==> config.mk <==
export PLATFORM = sky130hd
export DESIGN_NAME = ssds_top
export DESIGN_NICKNAME = d
export VERILOG_FILES = /design/src/ssds_pkg.sv /design/src/ssds_top.sv
export SDC_FILE = /design/constraint.sdc
export NUM_CORES = 1
export LEC_CHECK = 0
export BUFFER_PORTS_ARGS = -buffer_cell sky130_fd_sc_hd__buf_2
export CAP_MARGIN = 40
export CORE_MARGIN = 1
export CORE_UTILIZATION = 45
export CTS_CLUSTER_DIAMETER = 60
export CTS_CLUSTER_SIZE = 10
export DETAILED_ROUTE_END_ITERATION = 16
export GPL_TIMING_DRIVEN = 0
export PLACE_DENSITY = 0.65
export SETUP_SLACK_MARGIN = 0.02
export SYNTH_ARGS = -nofsm -noshare
export SYNTH_HDL_FRONTEND = slang
export SYNTH_SLANG_ARGS = --single-unit
==> constraint.sdc <==
create_clock -name sys_clk_i -period 3 [get_ports sys_clk_i]
set_clock_uncertainty 0.2 [all_clocks]
set_input_delay 0.45 -clock sys_clk_i [delete_from_list [all_inputs] [get_ports sys_clk_i]]
set_output_delay 0.45 -clock sys_clk_i [all_outputs]
set_load 0.01 [all_outputs]
==> src/ssds_pkg.sv <==
/*
 * Shared constants for the SPI target unit: register offsets, field
 * positions, reset values and state encodings.
 * Assumes a 12-bit register window decoded from the bus address.
 */
package ssds_pkg;
	// ---------------------------------------------------------------
	// Register offsets (byte addresses)
	// ---------------------------------------------------------------
	localparam logic [11:0] OFS_ACQUIRE = 12'h024; // Acquire task
	localparam logic [11:0] OFS_RELEASE = 12'h028; // Release task
	localparam logic [11:0] OFS_EV_END  = 12'h104; // Transaction complete event
	localparam logic [11:0] OFS_EV_FULL = 12'h110; // Receive buffer full event
	localparam logic [11:0] OFS_EV_ACQ  = 12'h128; // Semaphore acquired event
	localparam logic [11:0] OFS_SHORTS  = 12'h200; // Shortcut control
	localparam logic [11:0] OFS_SEM_ST  = 12'h400; // Semaphore state
	localparam logic [11:0] OFS_STATUS  = 12'h440; // Sticky status flags
	localparam logic [11:0] OFS_ENABLE  = 12'h500; // Unit enable
	localparam logic [11:0] OFS_RX_PTR  = 12'h534; // Receive buffer pointer
	localparam logic [11:0] OFS_RX_MAX  = 12'h538; // Receive max count
	localparam logic [11:0] OFS_RX_AMT  = 12'h53c; // Received byte count
	localparam logic [11:0] OFS_TX_PTR  = 12'h544; // Transmit buffer pointer
	localparam logic [11:0] OFS_TX_MAX  = 12'h548; // Transmit max count
	localparam logic [11:0] OFS_TX_AMT  = 12'h54c; // Transmitted byte count
	localparam logic [11:0] OFS_CONFIG  = 12'h554; // Mode and bit order
	localparam logic [11:0] OFS_IGNF    = 12'h55c; // Ignored fill character
	localparam logic [11:0] OFS_OVRF    = 12'h5c0; // Overrun fill character
	// ---------------------------------------------------------------
	// Field positions and reset values
	// ---------------------------------------------------------------
	localparam int CFG_ORDER_BIT   = 0; // 1 = lsb first
	localparam int CFG_CPHA_BIT    = 1; // Clock phase
	localparam int CFG_CPOL_BIT    = 2; // Clock polarity
	localparam int ST_EXHAUST_BIT  = 0; // Transmit exhausted flag
	localparam int ST_OVERFLOW_BIT = 1; // Receive overflow flag
	localparam int SH_END_ACQ_BIT  = 2; // Completion-to-acquire shortcut
	localparam logic [31:0] RST_WORD = 32'h0000_0000; // Pointers, addresses, bus words
	localparam logic [7:0]  RST_CHAR = 8'h00;         // Fill characters
	localparam logic [1:0]  RESP_OKAY   = 2'h0;
	localparam logic [1:0]  RESP_SLVERR = 2'h2;
	// ---------------------------------------------------------------
	// Encodings
	// ---------------------------------------------------------------
	typedef enum logic [1:0] {
		SEM_FREE = 2'h0,
		SEM_CPU  = 2'h1,
		SEM_UNIT = 2'h2
	} ssds_sem_e;
	typedef enum logic [3:0] {
		XS_IDLE   = 4'b0001,
		XS_GRANT  = 4'b0010,
		XS_IGNORE = 4'b0100,
		XS_DRAIN  = 4'b1000
	} ssds_xfer_e;
endpackage : ssds_pkg

==> src/ssds_top.sv <==
/*
 * SPI target unit with byte DMA and a CPU/unit semaphore, AXI4-Lite regs.
 * Assumes the byte RAM port acks each request within about 30 clocks and
 * that SCK runs no faster than one eighth of sys_clk.
 */
// What this block does
// - All four CPOL/CPHA modes via config
// - Separate transmit read and receive write DMA
// - Past transmit count, send overrun fill
// - Completion event waits for DMA idle
// - Release without CPU ownership is ignored
// - Semaphore never blocks CPU register access
// - Enable hands semaphore to CPU silently
// - Acquire while CPU owns: event at once
// - Failed take: ignore transaction, send fill
// - Same-cycle contention goes to CPU
// - Granted: store MOSI, send transmit bytes
// - Granted end: release, raise completion event
// - Repeat transactions reuse unchanged pointers
// - Shortcut hands semaphore to CPU after completion
// - Acquire during unit ownership stays pending
// - Only one acquire served after completion
// - Receive past maximum: overflow, discard bytes
// - Transmit past maximum: exhausted flag, fill
// - Amount counts updated at completion only
// - Receive full event at maximum count
// - MISO undriven while not selected
// - Ignored fill character from register
`timescale 1ns/100ps
module ssds_top
	import ssds_pkg::*;
#(
	parameter int CNT_W = 10 // Width of max and amount counts
) (
	// Clock and reset
	input  wire logic        sys_clk_i,
	input  wire logic        rst_n_i,
	// AXI4-Lite slave
	input  wire logic [31:0] s_axi_awaddr,
	input  wire logic        s_axi_awvalid,
	output logic             s_axi_awready,
	input  wire logic [31:0] s_axi_wdata,
	input  wire logic [3:0]  s_axi_wstrb,
	input  wire logic        s_axi_wvalid,
	output logic             s_axi_wready,
	output logic [1:0]       s_axi_bresp,
	output logic             s_axi_bvalid,
	input  wire logic        s_axi_bready,
	input  wire logic [31:0] s_axi_araddr,
	input  wire logic        s_axi_arvalid,
	output logic             s_axi_arready,
	output logic [31:0]      s_axi_rdata,
	output logic [1:0]       s_axi_rresp,
	output logic             s_axi_rvalid,
	input  wire logic        s_axi_rready,
	// SPI pins
	input  wire logic        csn_n_i,
	input  wire logic        sck_i,
	input  wire logic        mosi_i,
	output logic             miso_o,
	output logic             miso_oe_o,
	// Byte RAM port
	output logic             mem_req_o,
	output logic             mem_we_o,
	output logic [31:0]      mem_addr_o,
	output logic [7:0]       mem_wdata_o,
	input  wire logic [7:0]  mem_rdata_i,
	input  wire logic        mem_ack_i
);
	// ---------------------------------------------------------------
	// Helpers
	// ---------------------------------------------------------------
	// Word match on the register window
	function automatic logic hit(input logic [31:0] a, input logic [11:0] o);
		hit = (a[11:2] == o[11:2]);
	endfunction : hit
	// Bit reversal, keeps the shifter always msb-out
	function automatic logic [7:0] rev8(input logic [7:0] b);
		for (int i = 0; i < 8; i++) begin
			rev8[i] = b[7-i];
		end
	endfunction : rev8
	// Byte-lane merge for writes
	function automatic logic [31:0] merge(input logic [31:0] o, input logic [31:0] n,
		input logic [3:0] s);
		for (int i = 0; i < 4; i++) begin
			merge[i*8+:8] = s[i] ? n[i*8+:8] : o[i*8+:8];
		end
	endfunction : merge

	// ---------------------------------------------------------------
	// Registers
	// ---------------------------------------------------------------
	logic             enable_q, en_prev_q;     // Unit enable and its history
	logic             short_q;                 // Completion-to-acquire shortcut
	logic [2:0]       cfg_q;                   // Order, phase, polarity
	logic [7:0]       ign_chr_q, ovr_chr_q;    // Fill characters
	logic [31:0]      rx_ptr_q, tx_ptr_q;      // Buffer pointers
	logic [CNT_W-1:0] rx_max_q, tx_max_q;      // Max counts
	logic [CNT_W-1:0] rx_amt_q, tx_amt_q;      // Last granted amounts
	logic             ev_end_q, ev_full_q, ev_acq_q; // Sticky events
	logic             ovr_rd_q, ovr_fl_q;      // Sticky status
	ssds_sem_e        sem_q;                   // Semaphore owner
	logic             acq_pend_q;              // Acquire waiting on unit
	ssds_xfer_e       xs_q;                    // Transaction state
	// Bus side
	logic             aw_v_q, w_v_q;
	logic [31:0]      aw_a_q, w_d_q;
	logic [3:0]       w_s_q;
	logic             bvalid_q, rvalid_q;
	logic [1:0]       bresp_q, rresp_q;
	logic [31:0]      rdata_q;
	// Link side
	logic [2:0]       csn_s_q, sck_s_q, mosi_s_q; // Three-stage sync
	logic             csn_f_q, sck_f_q, mosi_f_q; // Agreed levels
	logic             csn_p_q, sck_p_q;           // Previous agreed levels
	logic [2:0]       bit_q;                      // Bit within byte
	logic [7:0]       tx_sh_q, rx_sh_q;           // Shifters
	logic             load_pend_q;                // Next byte wanted
	logic [CNT_W-1:0] rx_idx_q, tx_fet_q, tx_ld_q; // Byte counters
	// DMA side
	logic             req_q, we_q, wr_pend_q, hold_v_q;
	logic [31:0]      addr_q, wr_addr_q;
	logic [7:0]       wdat_q, wr_dat_q, hold_q;

	// ---------------------------------------------------------------
	// Bus decode
	// ---------------------------------------------------------------
	wire wr_fire  = aw_v_q && w_v_q && !bvalid_q;
	wire ar_fire  = s_axi_arvalid && !rvalid_q;
	wire wr_low   = wr_fire && w_s_q[0];
	wire acq_task = wr_low && hit(aw_a_q, OFS_ACQUIRE) && w_d_q[0];
	wire rel_task = wr_low && hit(aw_a_q, OFS_RELEASE) && w_d_q[0];
	logic [31:0] rd_mux;
	logic        rd_ok, wr_ok;
	// Register read mux; pointers readable at any time
	always_comb begin
		rd_mux = 32'h0000_0000;
		rd_ok  = 1'b1;
		if (hit(s_axi_araddr, OFS_EV_END))       rd_mux[0] = ev_end_q;
		else if (hit(s_axi_araddr, OFS_EV_FULL)) rd_mux[0] = ev_full_q;
		else if (hit(s_axi_araddr, OFS_EV_ACQ))  rd_mux[0] = ev_acq_q;
		else if (hit(s_axi_araddr, OFS_SHORTS))  rd_mux[SH_END_ACQ_BIT] = short_q;
		else if (hit(s_axi_araddr, OFS_SEM_ST))  rd_mux[1:0] = sem_q;
		else if (hit(s_axi_araddr, OFS_STATUS))  rd_mux[1:0] = {ovr_fl_q, ovr_rd_q};
		else if (hit(s_axi_araddr, OFS_ENABLE))  rd_mux[0] = enable_q;
		else if (hit(s_axi_araddr, OFS_RX_PTR))  rd_mux = rx_ptr_q;
		else if (hit(s_axi_araddr, OFS_RX_MAX))  rd_mux[CNT_W-1:0] = rx_max_q;
		else if (hit(s_axi_araddr, OFS_RX_AMT))  rd_mux[CNT_W-1:0] = rx_amt_q;
		else if (hit(s_axi_araddr, OFS_TX_PTR))  rd_mux = tx_ptr_q;
		else if (hit(s_axi_araddr, OFS_TX_MAX))  rd_mux[CNT_W-1:0] = tx_max_q;
		else if (hit(s_axi_araddr, OFS_TX_AMT))  rd_mux[CNT_W-1:0] = tx_amt_q;
		else if (hit(s_axi_araddr, OFS_CONFIG))  rd_mux[2:0] = cfg_q;
		else if (hit(s_axi_araddr, OFS_IGNF))    rd_mux[7:0] = ign_chr_q;
		else if (hit(s_axi_araddr, OFS_OVRF))    rd_mux[7:0] = ovr_chr_q;
		else if (!hit(s_axi_araddr, OFS_ACQUIRE) && !hit(s_axi_araddr, OFS_RELEASE))
			rd_ok = 1'b0;
	end
	// Write address mapped check, tasks included
	assign wr_ok = hit(aw_a_q, OFS_ACQUIRE) || hit(aw_a_q, OFS_RELEASE)
		|| hit(aw_a_q, OFS_EV_END) || hit(aw_a_q, OFS_EV_FULL) || hit(aw_a_q, OFS_EV_ACQ)
		|| hit(aw_a_q, OFS_SHORTS) || hit(aw_a_q, OFS_SEM_ST) || hit(aw_a_q, OFS_STATUS)
		|| hit(aw_a_q, OFS_ENABLE) || hit(aw_a_q, OFS_RX_PTR) || hit(aw_a_q, OFS_RX_MAX)
		|| hit(aw_a_q, OFS_RX_AMT) || hit(aw_a_q, OFS_TX_PTR) || hit(aw_a_q, OFS_TX_MAX)
		|| hit(aw_a_q, OFS_TX_AMT) || hit(aw_a_q, OFS_CONFIG) || hit(aw_a_q, OFS_IGNF)
		|| hit(aw_a_q, OFS_OVRF);
	assign s_axi_awready = !aw_v_q;
	assign s_axi_wready  = !w_v_q;
	assign s_axi_arready = !rvalid_q;
	assign s_axi_bvalid  = bvalid_q;
	assign s_axi_bresp   = bresp_q;
	assign s_axi_rvalid  = rvalid_q;
	assign s_axi_rresp   = rresp_q;
	assign s_axi_rdata   = rdata_q;

	// Bus handshakes; address and data taken in either order
	always_ff @(posedge sys_clk_i or negedge rst_n_i) begin
		if (!rst_n_i) begin
			{aw_v_q, w_v_q, bvalid_q, rvalid_q} <= 4'h0;
			{aw_a_q, w_d_q, rdata_q} <= {3{RST_WORD}};
			w_s_q <= 4'h0;
			{bresp_q, rresp_q} <= {RESP_OKAY, RESP_OKAY};
		end else begin
			if (s_axi_awvalid && !aw_v_q) begin
				aw_v_q <= 1'b1;
				aw_a_q <= s_axi_awaddr;
			end else if (wr_fire) aw_v_q <= 1'b0;
			if (s_axi_wvalid && !w_v_q) begin
				w_v_q <= 1'b1;
				w_d_q <= s_axi_wdata;
				w_s_q <= s_axi_wstrb;
			end else if (wr_fire) w_v_q <= 1'b0;
			if (wr_fire) begin
				bvalid_q <= 1'b1;
				bresp_q  <= wr_ok ? RESP_OKAY : RESP_SLVERR;
			end else if (s_axi_bready) bvalid_q <= 1'b0;
			if (ar_fire) begin
				rvalid_q <= 1'b1;
				rdata_q  <= rd_mux;
				rresp_q  <= rd_ok ? RESP_OKAY : RESP_SLVERR;
			end else if (s_axi_rready) rvalid_q <= 1'b0;
		end
	end

	// ---------------------------------------------------------------
	// Pin synchronisers: a level counts once stages two and three agree
	// ---------------------------------------------------------------
	always_ff @(posedge sys_clk_i or negedge rst_n_i) begin
		if (!rst_n_i) begin
			{csn_s_q, sck_s_q, mosi_s_q} <= 9'h1c0;
			{csn_f_q, sck_f_q, mosi_f_q} <= 3'h4;
			{csn_p_q, sck_p_q} <= 2'h2;
		end else begin
			csn_s_q <= {csn_s_q[1:0], csn_n_i};
			sck_s_q <= {sck_s_q[1:0], sck_i};
			mosi_s_q <= {mosi_s_q[1:0], mosi_i};
			if (csn_s_q[1] == csn_s_q[2]) csn_f_q <= csn_s_q[2];
			if (sck_s_q[1] == sck_s_q[2]) sck_f_q <= sck_s_q[2];
			if (mosi_s_q[1] == mosi_s_q[2]) mosi_f_q <= mosi_s_q[2];
			csn_p_q <= csn_f_q;
			sck_p_q <= sck_f_q;
		end
	end

	// ---------------------------------------------------------------
	// Link edges and transaction decisions
	// ---------------------------------------------------------------
	wire lsb_first = cfg_q[CFG_ORDER_BIT];
	wire sck_edge  = sck_f_q != sck_p_q;
	wire lead_e    = sck_edge && (sck_f_q != cfg_q[CFG_CPOL_BIT]);
	wire sample_e  = cfg_q[CFG_CPHA_BIT] ? (sck_edge && !lead_e) : lead_e;
	wire cs_fall   = csn_p_q && !csn_f_q;
	wire cs_rise   = !csn_p_q && csn_f_q;
	wire active    = (xs_q == XS_GRANT) || (xs_q == XS_IGNORE);
	wire granted   = xs_q == XS_GRANT;
	wire start     = enable_q && cs_fall && (xs_q == XS_IDLE);
	wire take      = start && (sem_q == SEM_FREE) && !acq_task;
	wire en_rise   = enable_q && !en_prev_q;
	wire end_fire  = (xs_q == XS_DRAIN) && !req_q && !wr_pend_q;
	wire hand_cpu  = short_q || acq_pend_q || acq_task;
	wire acq_set   = enable_q && !en_rise && ((end_fire && hand_cpu)
		|| (!end_fire && acq_task && (sem_q != SEM_UNIT)));
	wire [7:0] rx_next = {rx_sh_q[6:0], mosi_f_q};
	wire byte_done = active && !cs_rise && sample_e && (bit_q == 3'h7);
	wire rx_store  = byte_done && granted && (rx_idx_q < rx_max_q);
	wire rx_drop   = byte_done && granted && (rx_idx_q >= rx_max_q);
	wire tx_exh    = tx_ld_q >= tx_max_q;
	wire load_go   = active && !cs_rise && load_pend_q
		&& ((xs_q == XS_IGNORE) || hold_v_q || tx_exh);
	wire use_hold  = load_go && granted && hold_v_q;
	wire use_orc   = load_go && granted && !hold_v_q;
	wire [7:0] load_b = !granted ? ign_chr_q : (hold_v_q ? hold_q : ovr_chr_q);
	wire fetch_ok  = granted && !hold_v_q && !req_q && !wr_pend_q && !rx_store
		&& (tx_fet_q < tx_max_q);

	assign miso_o    = tx_sh_q[7];
	assign miso_oe_o = enable_q && !csn_f_q;

	// Semaphore ownership
	always_ff @(posedge sys_clk_i or negedge rst_n_i) begin
		if (!rst_n_i) begin
			sem_q      <= SEM_FREE;
			acq_pend_q <= 1'b0;
		end else if (!enable_q) begin
			sem_q      <= SEM_FREE;
			acq_pend_q <= 1'b0;
		end else if (en_rise) begin
			sem_q <= SEM_CPU;
		end else if (take) begin
			sem_q <= SEM_UNIT;
		end else if (end_fire) begin
			sem_q      <= hand_cpu ? SEM_CPU : SEM_FREE;
			acq_pend_q <= 1'b0;
		end else if (acq_task) begin
			if (sem_q == SEM_UNIT) acq_pend_q <= 1'b1;
			else sem_q <= SEM_CPU;
		end else if (rel_task && (sem_q == SEM_CPU)) begin
			sem_q <= SEM_FREE;
		end
	end

	// Transaction state, shifters and byte counters
	always_ff @(posedge sys_clk_i or negedge rst_n_i) begin
		if (!rst_n_i) begin
			xs_q <= XS_IDLE;
			bit_q <= 3'h0;
			{tx_sh_q, rx_sh_q} <= {RST_CHAR, RST_CHAR};
			load_pend_q <= 1'b0;
			{rx_idx_q, tx_fet_q, tx_ld_q} <= '0;
		end else if (start) begin
			// Pointers reused as they stand on every start
			xs_q <= take ? XS_GRANT : XS_IGNORE;
			bit_q <= 3'h0;
			// First byte stands before the first sampling edge in every mode
			load_pend_q <= 1'b1;
			{rx_idx_q, tx_fet_q, tx_ld_q} <= '0;
		end else if (active && (cs_rise || !enable_q)) begin
			// Partial byte dropped, counter cleared
			xs_q <= granted ? XS_DRAIN : XS_IDLE;
			bit_q <= 3'h0;
			load_pend_q <= 1'b0;
		end else if (end_fire) begin
			xs_q <= XS_IDLE;
		end else if (active) begin
			if (sample_e) begin
				rx_sh_q <= rx_next;
				bit_q <= bit_q + 3'h1;
			end
			// Shift left after the sampling edge: the pin path lags about
			// half an SCK period, so the opposite edge would be too late
			if (byte_done) load_pend_q <= 1'b1;
			else if (sample_e) tx_sh_q <= {tx_sh_q[6:0], 1'b0};
			if (load_go) begin
				load_pend_q <= 1'b0;
				tx_sh_q <= lsb_first ? rev8(load_b) : load_b;
			end
			if (use_hold) tx_ld_q <= tx_ld_q + 1'b1;
			if (rx_store) rx_idx_q <= rx_idx_q + 1'b1;
			if (fetch_ok) tx_fet_q <= tx_fet_q + 1'b1;
		end
	end

	// ---------------------------------------------------------------
	// DMA: one byte port, receive writes ahead of transmit reads
	// ---------------------------------------------------------------
	assign mem_req_o   = req_q;
	assign mem_we_o    = we_q;
	assign mem_addr_o  = addr_q;
	assign mem_wdata_o = wdat_q;
	always_ff @(posedge sys_clk_i or negedge rst_n_i) begin
		if (!rst_n_i) begin
			{req_q, we_q, wr_pend_q, hold_v_q} <= 4'h0;
			{addr_q, wr_addr_q} <= {RST_WORD, RST_WORD};
			{wdat_q, wr_dat_q, hold_q} <= {3{RST_CHAR}};
		end else begin
			if (rx_store) begin
				wr_pend_q <= 1'b1;
				wr_addr_q <= rx_ptr_q + 32'(rx_idx_q);
				wr_dat_q  <= lsb_first ? rev8(rx_next) : rx_next;
			end
			if (req_q && mem_ack_i) begin
				req_q <= 1'b0;
				// Late read data after deselect is thrown away
				if (!we_q && granted) begin
					hold_q   <= mem_rdata_i;
					hold_v_q <= 1'b1;
				end
			end else if (!req_q && wr_pend_q) begin
				{req_q, we_q, wr_pend_q} <= 3'b110;
				addr_q <= wr_addr_q;
				wdat_q <= wr_dat_q;
			end else if (fetch_ok) begin
				{req_q, we_q} <= 2'b10;
				addr_q <= tx_ptr_q + 32'(tx_fet_q);
			end
			if (use_hold || !active) hold_v_q <= 1'b0;
		end
	end

	// ---------------------------------------------------------------
	// Software registers, events and sticky status (set beats clear)
	// ---------------------------------------------------------------
	wire wr_go = wr_fire && wr_ok;
	always_ff @(posedge sys_clk_i or negedge rst_n_i) begin
		if (!rst_n_i) begin
			{enable_q, en_prev_q, short_q} <= 3'h0;
			cfg_q <= 3'h0;
			{ign_chr_q, ovr_chr_q} <= {RST_CHAR, RST_CHAR};
			{rx_ptr_q, tx_ptr_q} <= {RST_WORD, RST_WORD};
			{rx_max_q, tx_max_q, rx_amt_q, tx_amt_q} <= '0;
			{ev_end_q, ev_full_q, ev_acq_q, ovr_rd_q, ovr_fl_q} <= 5'h0;
		end else begin
			en_prev_q <= enable_q;
			if (wr_go && w_s_q[0]) begin
				if (hit(aw_a_q, OFS_ENABLE)) enable_q <= w_d_q[0];
				if (hit(aw_a_q, OFS_SHORTS)) short_q <= w_d_q[SH_END_ACQ_BIT];
				if (hit(aw_a_q, OFS_CONFIG)) cfg_q <= w_d_q[2:0];
				if (hit(aw_a_q, OFS_IGNF)) ign_chr_q <= w_d_q[7:0];
				if (hit(aw_a_q, OFS_OVRF)) ovr_chr_q <= w_d_q[7:0];
			end
			if (wr_go && hit(aw_a_q, OFS_RX_PTR)) rx_ptr_q <= merge(rx_ptr_q, w_d_q, w_s_q);
			if (wr_go && hit(aw_a_q, OFS_TX_PTR)) tx_ptr_q <= merge(tx_ptr_q, w_d_q, w_s_q);
			if (wr_go && hit(aw_a_q, OFS_RX_MAX))
				rx_max_q <= CNT_W'(merge(32'(rx_max_q), w_d_q, w_s_q));
			if (wr_go && hit(aw_a_q, OFS_TX_MAX))
				tx_max_q <= CNT_W'(merge(32'(tx_max_q), w_d_q, w_s_q));
			if (end_fire) begin
				rx_amt_q <= rx_idx_q;
				tx_amt_q <= tx_ld_q;
			end
			// Events clear on a zero write
			if (end_fire) ev_end_q <= 1'b1;
			else if (wr_low && hit(aw_a_q, OFS_EV_END) && !w_d_q[0]) ev_end_q <= 1'b0;
			if (rx_store && (rx_idx_q + 1'b1 == rx_max_q)) ev_full_q <= 1'b1;
			else if (wr_low && hit(aw_a_q, OFS_EV_FULL) && !w_d_q[0]) ev_full_q <= 1'b0;
			if (acq_set) ev_acq_q <= 1'b1;
			else if (wr_low && hit(aw_a_q, OFS_EV_ACQ) && !w_d_q[0]) ev_acq_q <= 1'b0;
			// Status flags clear on a one write
			if (use_orc) ovr_rd_q <= 1'b1;
			else if (wr_low && hit(aw_a_q, OFS_STATUS) && w_d_q[ST_EXHAUST_BIT])
				ovr_rd_q <= 1'b0;
			if (rx_drop) ovr_fl_q <= 1'b1;
			else if (wr_low && hit(aw_a_q, OFS_STATUS) && w_d_q[ST_OVERFLOW_BIT])
				ovr_fl_q <= 1'b0;
		end
	end
endmodule : ssds_top

### Yosys cells after proc, flatten, opt, wreduce, memory -nomap -nowiden

Index checks and enable logic that the tools add are counted.

* order comparisons: 4
* add/sub/neg operators: 6
* bitwise logic cells: 4
* equal/unequal tests: 60
* muxes and demuxes: 145
* reduce and logical (&&, ||, !) cells: 165

Operators by type and width (count)
* $eq A10 B9 Y1 const B: 24
* $mux W8: 24
* $mux W10: 19
* $mux W31: 4
* $mux W32: 3
* $mux W22: 3
* $logic_and A1 B1 Y1: 65
* $add A32 B10 Y32: 2
* $mux W1: 64
* $eq A10 B7 Y1 const B: 6
* $mux W30: 2
* $reduce_and A2 Y1: 22
* $eq A10 B4 Y1 const B: 4
* $reduce_bool A2 Y1: 17
* $add A10 B1 Y10 const B: 3
* $mux W29: 1
* $mux W2: 13
* $logic_or A1 B1 Y1: 25
* $logic_not A1 Y1: 22
* $mux W3: 7
* $eq A10 B8 Y1 const B: 2
* $ge A10 B10 Y1: 2
* $lt A10 B10 Y1: 2
* $mux W4: 4
* 26 further kinds: 44

* input port bits: 119
* word-level logic and storage cells: 446
* output and inout port bits: 85
* register bits: 381

### Depth between registers and ports, before layout

Gate-level depths: netlist of run 1.

* depth in word-level cells: 31
* mapped depth: 10
* depth with buffers taken out: 9

### Least setup slack after synthesis of run 1

Ideal clock, no wire load.

* path kind: reg2reg
* start point: register rx_idx_q[0]
* end point: register wr_addr_q[26]
* path buffers: 1
* arrival: 2268 ps
* slack: 397 ps
* cell stages (with the launch flop): 11
* library setup time: 134 ps
* cell sequence: dfrtp_1 -> ha_1 -> inv_1 -> fa_1 -> nor2b_1 -> o31a_2 -> o2111ai_1 -> buf_2 -> a2111oi_0 -> xnor2_1 -> o21ai_0

* longest elaborated chain between the ends: 2

RTL lines
* start, declared: RTL line ssds_top.sv:120 `logic [CNT_W-1:0] rx_idx_q, tx_fet_q, tx_ld_q;`
* start signal, assigned: RTL line ssds_top.sv:318 `if (rx_store) rx_idx_q <= rx_idx_q + 1'b1;`
* branches (longest 2 deep; another with $add A32 B10 Y32)
* end signal, assigned: RTL line ssds_top.sv:333 `{addr_q, wr_addr_q} <= {RST_WORD, RST_WORD};`
* end signal, assigned: RTL line ssds_top.sv:338 `wr_addr_q <= rx_ptr_q + 32'(rx_idx_q);`
* end, declared: RTL line ssds_top.sv:123 `logic [31:0] addr_q, wr_addr_q;`

Parallel ways; which one is timed is not known.
A chain may end at the register's enable or synchronous reset.

### Worst setup path in the final report of run 1

* start point: register rx_max_q[5]
* end point: register rx_idx_q[4]

* longest elaborated chain between the ends: 4

RTL lines
* start, declared: RTL line ssds_top.sv:99 `logic [CNT_W-1:0] rx_max_q, tx_max_q;`
* start signal, assigned: RTL line ssds_top.sv:384 `rx_max_q <= CNT_W'(merge(32'(rx_max_q), w_d_q, w_s_q));`
* $lt A10 B10 Y1: RTL line ssds_top.sv:245 `wire rx_store = byte_done && granted && (rx_idx_q < rx_max_q);`
* $logic_and A1 B1 Y1: RTL line ssds_top.sv:245
* $reduce_bool A2 Y1 (no line)
* $reduce_and A4 Y1 (no line)

No other way between the ends.

==> results list, run 1 <==
- Critical Setup Path Class: reg -> reg
- After synthesis, the largest family of logic cells by area is simple AND/OR/NAND/NOR gates.
- Max-Cap Viols: 0
* Xor-xnor portion of the synthesized cell area: 3.58%
- Final-report setup violation count: 0
* HPWL reported at the end of detailed placement: 46,200 um
* Routed Wire Length: 62,000 um
- Max VDD drop: 0.415 mV
* Worst-Skew Late Latency: 600 ps
* Clock edge transition at the registers on the reported setup and hold paths: 60 ps
- Top Ports: 204
- Number of DRC violations after detailed-routing iteration 0: 1,266
- In this run the most critical hold path is launched from s_axi_araddr[9].
* Worst hold path class: in -> reg
* Clock H-tree levels: 2
- Placed Cells incl. Taps: 2,674
* Actual slew at the worst max-slew pin: 890 ps
- Clock sinks: 377
* Portion of netlist area occupied by mux cells: 12.7%
- The worst setup path is captured at a register.
- In the routed design, unresolved DRC markers number 0.
- Power per Cell Area: 554 nW/um^2
* Slew margin rel.: 40.2%
- Buffer levels on the longest clock path: 3
* Largest net degree at the start of global routing: 115
- Input and output buffers added on the ports amount to 153.
* Register area share after synthesis: 47.2%
* Share of the cycle needed by the critical path after routing: 96.6%
* Dpl cell area: 21,600 um^2
- Area fraction in compound gates after synthesis: 13.9%
- After detailed routing, the average wire length per cell comes to 22.0 um.
- In the global route stage, overall resource usage came out at 27.8%.
- Adder-cell share of the synthesized area: 3.73%
- Post-Syn Instances: 1,929
- Sum of negative setup slack: 0 ps
- Most used flip-flop cell after synthesis: sky130_fd_sc_hd__dfrtp_1
* Number of vias per cell after detailed routing: 5.80
- Die Footprint: 45,300 um^2
* Async set or reset register ratio after synthesis: 100%
* Global-route wire length before repair: 95,000 um
- Synthesized area: 20,000 um^2
- The via count of the first global-routing pass was 16,091.
- The pre-antenna-repair detailed-routing pass consisted of 5 iterations.
- The critical path starts at rx_max_q[5].
* Layout Area Growth over Synthesis: 19.4%
- Mean cell area of the mapped netlist: 10.4 um^2
- Die height: 213 um
* Number of rows created at floorplan: 76
- STA classifies the critical path startpoint as a register.
- Yosys mapped a number of flops with a built-in enable equal to 0.
* Filler instances: 3,899
- The detail route stage leaves a number of antenna-violating nets equal to 0.
- Horiz. Die Dim: 213 um
- Filler-free cell count of the finished design: 2,817
- Crit-path cells: inv_1 > ha_1 > a21oi_1 > o21ai_0 > a221oi_2 > buf_4 > and4_4 > buf_6 > a21oi_2 > a221o_1
- The worst register-to-register path begins at rx_max_q[5].
- Number of CTS-inserted buffers: 48
- The run finished with clean final reports.
- Final Hold Violating Endpoints: 0
* Net count of the finished layout: 2,385
* Weighted congestion reported at the end of routability-driven placement: 0.967
* CTS tree: built
- Simple logic cell fraction of the synthesized area: 15.6%
- Number of max-slew violations in the final report: 0
- Fraction of final layout cells with drive strength greater than 1: 23.7%
- For the worst setup path, the data required time is 3270 ps.
* Final non-filler cell area: 23,900 um^2
- Root Buffer Master: sky130_fd_sc_hd__clkbuf_16
- Leakage dissipation: 0.0108 uW
- Yosys warning count: 0
* Number of distinct library cell variants in the gate-level netlist after synthesis: 103
- Leftover overflow at the end of global routing: 0
- Count of vias placed by the detailed router: 16,336
* Number of synthesized register bits: 377
- After floorplanning, the core was sized to cover 43,500 um^2.
- Largest driver fanout on the critical path: 10
- For this configuration, the core starts out at a cell density of 46.1%.
- In this design, the stage delay of the slowest critical-path cell is 460 ps.
* Fmax achieved: 345 MHz
* Slowest cell on crit path: sky130_fd_sc_hd__dfrtp_1
- Data arrival time of the worst path: 3170 ps
- Counting I/O delays and the setup requirement, the final critical path takes 2900 ps.
- The initial antenna violation count was 1.
power by group:
group	internal [uW]	switching (uW)
Combinational	737	964
Sequential	5510	580
Clock	3240	2220
logic make-up after synthesis:
kind of cell | count (synthesis)
AND/OR/NAND/NOR | 613
buffers and inverters | 163
flip-flops | 377
multiplexers | 228
XOR/XNOR | 81
AO/OA/AOI/OAI | 407
other | 1
adder cells (fa/ha/maj) | 59
final timing paths:
check / end / slack, ps / cells after the start
setup / recovery: rx_idx_q[4] / 100 / 10
hold / removal: s_axi_rdata[2] / 80 / 3
setup reg to reg: rx_idx_q[4] / 100 / 10
hold reg to reg: sck_s_q[1] / 150 / 0
max in group asynchronous: mem_wdata_o[0] / 1420 / 3
min in group asynchronous: aw_a_q[7] / 200 / 2
final cells by class:
cell class | count | area (um^2) | area share (%)
flip-flops and latches | 377 | 9460 | 39.6
plain buffers | 101 | 452 | 1.89
diodes | 1 | 2.50 | 0.0105
multi-input cells | 1390 | 10000 | 41.8
clock inverters | 12 | 178 | 0.743
repair buffers | 231 | 1580 | 6.61
clock buffers | 59 | 1270 | 5.32
well taps | 585 | 732 | 3.06
inverters | 61 | 229 | 0.958
worst max-delay path: cells and delay by family (launching register included):
kind | cells | cell delay (ps)
and+or+nand+nor | 1 | 250
adders and majority gates | 1 | 310
DFF | 1 | 460
buffers and inverters | 3 | 440
AOI/OAI and AO/OA | 5 | 1120
Yosys cell counts (8+ instances only):
cell / instances / area share, %
sky130_fd_sc_hd__buf_1: 11 / 0.21
sky130_fd_sc_hd__nor2b_1: 22 / 0.69
sky130_fd_sc_hd__o211ai_1: 14 / 0.53
sky130_fd_sc_hd__nand2b_1: 25 / 0.78
sky130_fd_sc_hd__ha_1: 54 / 3.4
sky130_fd_sc_hd__nand2_1: 242 / 4.5
sky130_fd_sc_hd__and2_1: 17 / 0.53
sky130_fd_sc_hd__o21a_1: 12 / 0.45
sky130_fd_sc_hd__nand4_1: 30 / 0.94
sky130_fd_sc_hd__buf_2: 22 / 0.55
sky130_fd_sc_hd__nor3_1: 37 / 0.93
sky130_fd_sc_hd__a211o_1: 8 / 0.35
sky130_fd_sc_hd__a221o_1: 9 / 0.45
sky130_fd_sc_hd__xor2_1: 38 / 1.7
sky130_fd_sc_hd__a21oi_1: 52 / 1.3
sky130_fd_sc_hd__mux2_2: 179 / 10
sky130_fd_sc_hd__a22oi_1: 35 / 1.3
sky130_fd_sc_hd__nand3_1: 42 / 1.1
sky130_fd_sc_hd__a211oi_1: 30 / 1.1
sky130_fd_sc_hd__nor2_1: 107 / 2.0
sky130_fd_sc_hd__xnor2_1: 42 / 1.8
sky130_fd_sc_hd__a221oi_2: 10 / 0.75
sky130_fd_sc_hd__dfrtp_1: 371 / 46
sky130_fd_sc_hd__mux2i_1: 42 / 2.1
sky130_fd_sc_hd__o21ai_0: 139 / 3.5
sky130_fd_sc_hd__o21ai_1: 8 / 0.20
sky130_fd_sc_hd__inv_1: 61 / 1.1
sky130_fd_sc_hd__a31oi_1: 10 / 0.31
sky130_fd_sc_hd__nor4_1: 11 / 0.34
sky130_fd_sc_hd__clkbuf_1: 65 / 1.2
sky130_fd_sc_hd__a221oi_1: 8 / 0.35
flip-flops by register name, indices dropped and copies added (netlist names), 32 cells and up:
register     count
mem_addr_o      32
rx_ptr_q        32
s_axi_rdata     32
tx_ptr_q        32
w_d_q           32
wr_addr_q       32
per-stage QoR:
stage,total power (uW),hold WS [ps],utilization [%],setup slack [ps]
floorplan,6960,-45.6,-,397
global placement,7710,135,49.5,-6000
detailed placement,7790,140,49.8,-319
CTS,13400,50.6,54.6,22.6
global route,13800,100,55.0,-10.9
finish,13200,84.7,55.0,102
timing repair:
item                                   CTS  global route
hold buffers                            63             0
setup endpoints to repair               81            84
endpoints found under the hold margin  118             0
buffers inserted                         1             8
resized for setup                        8            38
pin swaps                                1             6
per-layer routing:
| metal | track usage [%] | vias to the layer above | routed length (um) |
|---|---|---|---|
| met5 | 0 | - | 0 |
| met3 | 5.97 | 111 | 4610 |
| met2 | 40.9 | 583 | 26900 |
| met4 | 10.3 | 0 | 2110 |
| li1 | - | 7533 | - |
| met1 | 40.1 | 8109 | 28300 |
cells in the final DEF, fill, tap and decap left out, drive strengths merged, types with 39 or more instances in the layout:
cell         instances
nand3               44
a21oi               54
mux2               186
nand2              242
nor2               109
mux2i               42
dfrtp              371
clkbuf             122
inv                 65
nor3                40
xnor2               42
dlygate4sd3         63
buf                206
o21ai              147
ha                  54
xor2                39
(Power assumes the default switching activity.)
==> run 2, diff against run 1 <==
--- a/config.mk
+++ b/config.mk
@@ -13,6 +13,7 @@
 export CTS_CLUSTER_SIZE = 10
 export DETAILED_ROUTE_END_ITERATION = 16
 export GPL_TIMING_DRIVEN = 0
+export HOLD_SLACK_MARGIN = 0.1
 export PLACE_DENSITY = 0.65
 export SETUP_SLACK_MARGIN = 0.02
 export SYNTH_ARGS = -nofsm -noshare
==> constraint.sdc (replaced) <==
create_clock -name sys_clk_i -period 3.49 [get_ports sys_clk_i]
set_clock_uncertainty 0.2 [all_clocks]
set_input_delay 0.5235 -clock sys_clk_i [delete_from_list [all_inputs] [get_ports sys_clk_i]]
set_output_delay 0.5235 -clock sys_clk_i [all_outputs]
set_load 0.01 [all_outputs]
==> run 2 against run 1 <==
  * Highest routed layer unchanged
  * Non-clock buffer count fell by 8
  * Utilization decreased by 0.43 points
  * Setup slack better by 30 ps
  * Sequential share of layout area is 0.25 points higher
==> results list, run 2 (synthesized netlist as in run 1, its figures left out) <==
- Clock sinks: 377
* Top Ports: 204
* Worst Hold End: sck_s_q[1]
- The worst setup path is of the reg -> reg kind.
* Max-Cap Viols: 0
- The design draws 11,400 uW.
- Data arrival time of the worst path: 3610 ps
- The first TritonRoute pass finished after 7 iterations.
- Worst-Skew Late Latency: 600 ps
- Initial antenna violation count: 1
* Number of vias per cell after detailed routing: 5.78
- Number of remaining DRC errors: 0
- The run finished with clean final reports.
- Root Buffer Master: sky130_fd_sc_hd__clkbuf_16
- Wires add up to 61,700 um.
- Entering global routing, the biggest net connects 115 pins.
* Starting utilization of the core area: 46.1%
- Subtracting the final worst setup slack from the clock period gives 3360 ps.
- Leakage dissipation: 0.0107 uW
* Weighted congestion reported at the end of routability-driven placement: 0.967
- Leftover overflow at the end of global routing: 0
- In this run the worst hold path is classified as reg -> reg.
- The floorplan step set the die height to 213 um.
* Die Footprint: 45,300 um^2
* Power per Cell Area: 480 nW/um^2
- The longest clock path from root to sink contains 3 buffers.
* Buffers inserted by post-CTS timing repair: 0
- In the layout the commonest cells are sky130_fd_sc_hd__dfrtp_1 (371), sky130_fd_sc_hd__nand2_1 (242), sky130_fd_sc_hd__mux2_2 (179).
- Min-delay src: sck_s_q[0]
- The via count of the first global-routing pass came to 16,101.
- The worst setup path is launched from a register.
- Counting instances, the worst hold path has a depth of 0.
- Net count of the finished layout: 2,377
- During placement, the flow inserted port buffers numbering 153.
- Largest driver fanout on the critical path: 10
- For this run, the top clock speed supported by timing is 298 MHz.
- After legalization and detailed placement, the total HPWL measured 46,200 um.
- The worst register-to-register path begins at rx_max_q[3].
- Number of rows created at floorplan: 76
- The max-slew violation total from the final report was 0.
* Unrepaired setup endpoints after global routing: false
* Final-report setup violation count: 0
- Most frequent standard cell in the layout excluding fill and tap cells: sky130_fd_sc_hd__dfrtp_1
* Count of vias placed by the detailed router: 16,229
* Resized Gates After CTS: 0
- Relative to the synthesized area, the layout overhead comes to 18.5%.
- STA classifies the critical path endpoint as a register.
* Number of DRC violations after detailed-routing iteration 0: 1,361
- Worst R2R Setup Slack: 130 ps
- TritonCTS built the clock tree.
- Number of CTS-inserted buffers: 48
* Detailed-route wire length per cell: 22.0 um
- Final Hold Violating Endpoints: 0
* Clock edge transition at the registers on the reported setup and hold paths: 50 ps
- Once layout is complete, the cells apart from fillers number 2,809.
- Slew margin rel.: 38.5%
- Launch point of the critical path: rx_max_q[3]
- Required @ worst endpoint: 3740 ps
- Max VDD drop: 0.356 mV
- In the final layout, the share of cells above drive strength 1 is 22.2%.
- Horiz. Die Dim: 213 um
* Clock H-tree levels: 2
* Global-route wire length before repair: 95,000 um
* Reg2reg path depth: 9
- Of the available clock period, the critical path in the final layout requires 96.2%.
- Actual slew at the worst max-slew pin: 915 ps
- In this run the critical register-to-register path is captured at mem_addr_o[5].
- The core region is 43,500 um^2.
- GRT Total Usage: 27.8%
- Residual antenna-violating net count after detailed routing: 0
- Including well taps, the total number of placed cells is 2,674.
run 2: cell count changes in the layout (fill, tap and decap cells not counted), moves of 2 or more:
cell,change
sky130_fd_sc_hd__buf_4,-13
sky130_fd_sc_hd__a2111oi_4,-2
sky130_fd_sc_hd__buf_2,+2
sky130_fd_sc_hd__dfrtp_2,-12
sky130_fd_sc_hd__dfrtp_1,+12
sky130_fd_sc_hd__a2111oi_0,+2
sky130_fd_sc_hd__clkbuf_2,-2
sky130_fd_sc_hd__buf_1,+2
sky130_fd_sc_hd__clkbuf_1,+4
run 2: per-stage QoR:
stage / hold slack, ps / area (um^2) / setup TNS, ps / util [%] / setup WS (ps)
global placement: 135 / 21500 / -2078320 / 49.5 / -5580
global route: 160 / 23700 / 0 / 54.6 / 24.4
detailed placement: 140 / 21600 / 0 / 49.8 / 97.7
finish: 147 / 23700 / 0 / 54.6 / 132
CTS: 124 / 23700 / 0 / 54.6 / 152
floorplan: 27.9 / 20000 / 0 / - / 887
run 2: critical path, stage by stage, from the launching register on:
cell	delay [ps]
sky130_fd_sc_hd__dfrtp_1	480
sky130_fd_sc_hd__inv_1	70
sky130_fd_sc_hd__ha_1	310
sky130_fd_sc_hd__a21oi_1	140
sky130_fd_sc_hd__o21ai_0	170
sky130_fd_sc_hd__a221oi_2	580
sky130_fd_sc_hd__nand4_4	330
sky130_fd_sc_hd__a21oi_2	400
sky130_fd_sc_hd__buf_2	390
sky130_fd_sc_hd__a221oi_2	130
run 2: layout make-up:
cell class,instances,area (um^2)
Multi-Input combinational cell,1390,9920
Sequential cell,377,9440
Clock buffer,59,1270
Timing Repair Buffer,222,1510
Clock inverter,12,178
Fill cell,3916,19700
Antenna cell,1,2.50
Buffer,102,433
Inverter,61,229
Tap cell,585,732
run 2: timing repair:
item                                   CTS  global route
hold buffers                            63             0
setup endpoints to repair                0             1
endpoints found under the hold margin  118             0
run 2: worst max path at each step:
stage                       to  slack (ps)
3_3_place_gp    mem_wdata_o[6]       -5580
3_5_place_dp   s_axi_rdata[27]         100
2_1_floorplan    wr_addr_q[26]         890
4_1_cts          mem_addr_o[1]         150
6_report         mem_addr_o[5]         130
5_1_grt          mem_addr_o[1]          20
run 2: where the power goes:
group          total [uW]  internal (uW)  leakage (uW)  switching [uW]
Clock                4690           2780      0.000703            1910
Sequential           5230           4730       0.00511             502
Combinational        1450            632       0.00489             821
run 2: routing by layer:
| metal | vias up | share of wire [%] | GRT usage [%] | wire, um |
|---|---|---|---|---|
| li1 | 7517 | - | - | - |
| met1 | 8092 | 46 | 40.1 | 28500 |
| met2 | 518 | 43 | 40.8 | 26800 |
| met3 | 102 | 7.0 | 5.97 | 4350 |
| met4 | 0 | 3.3 | 10.3 | 2020 |
| met5 | - | 0 | 0 | 0 |
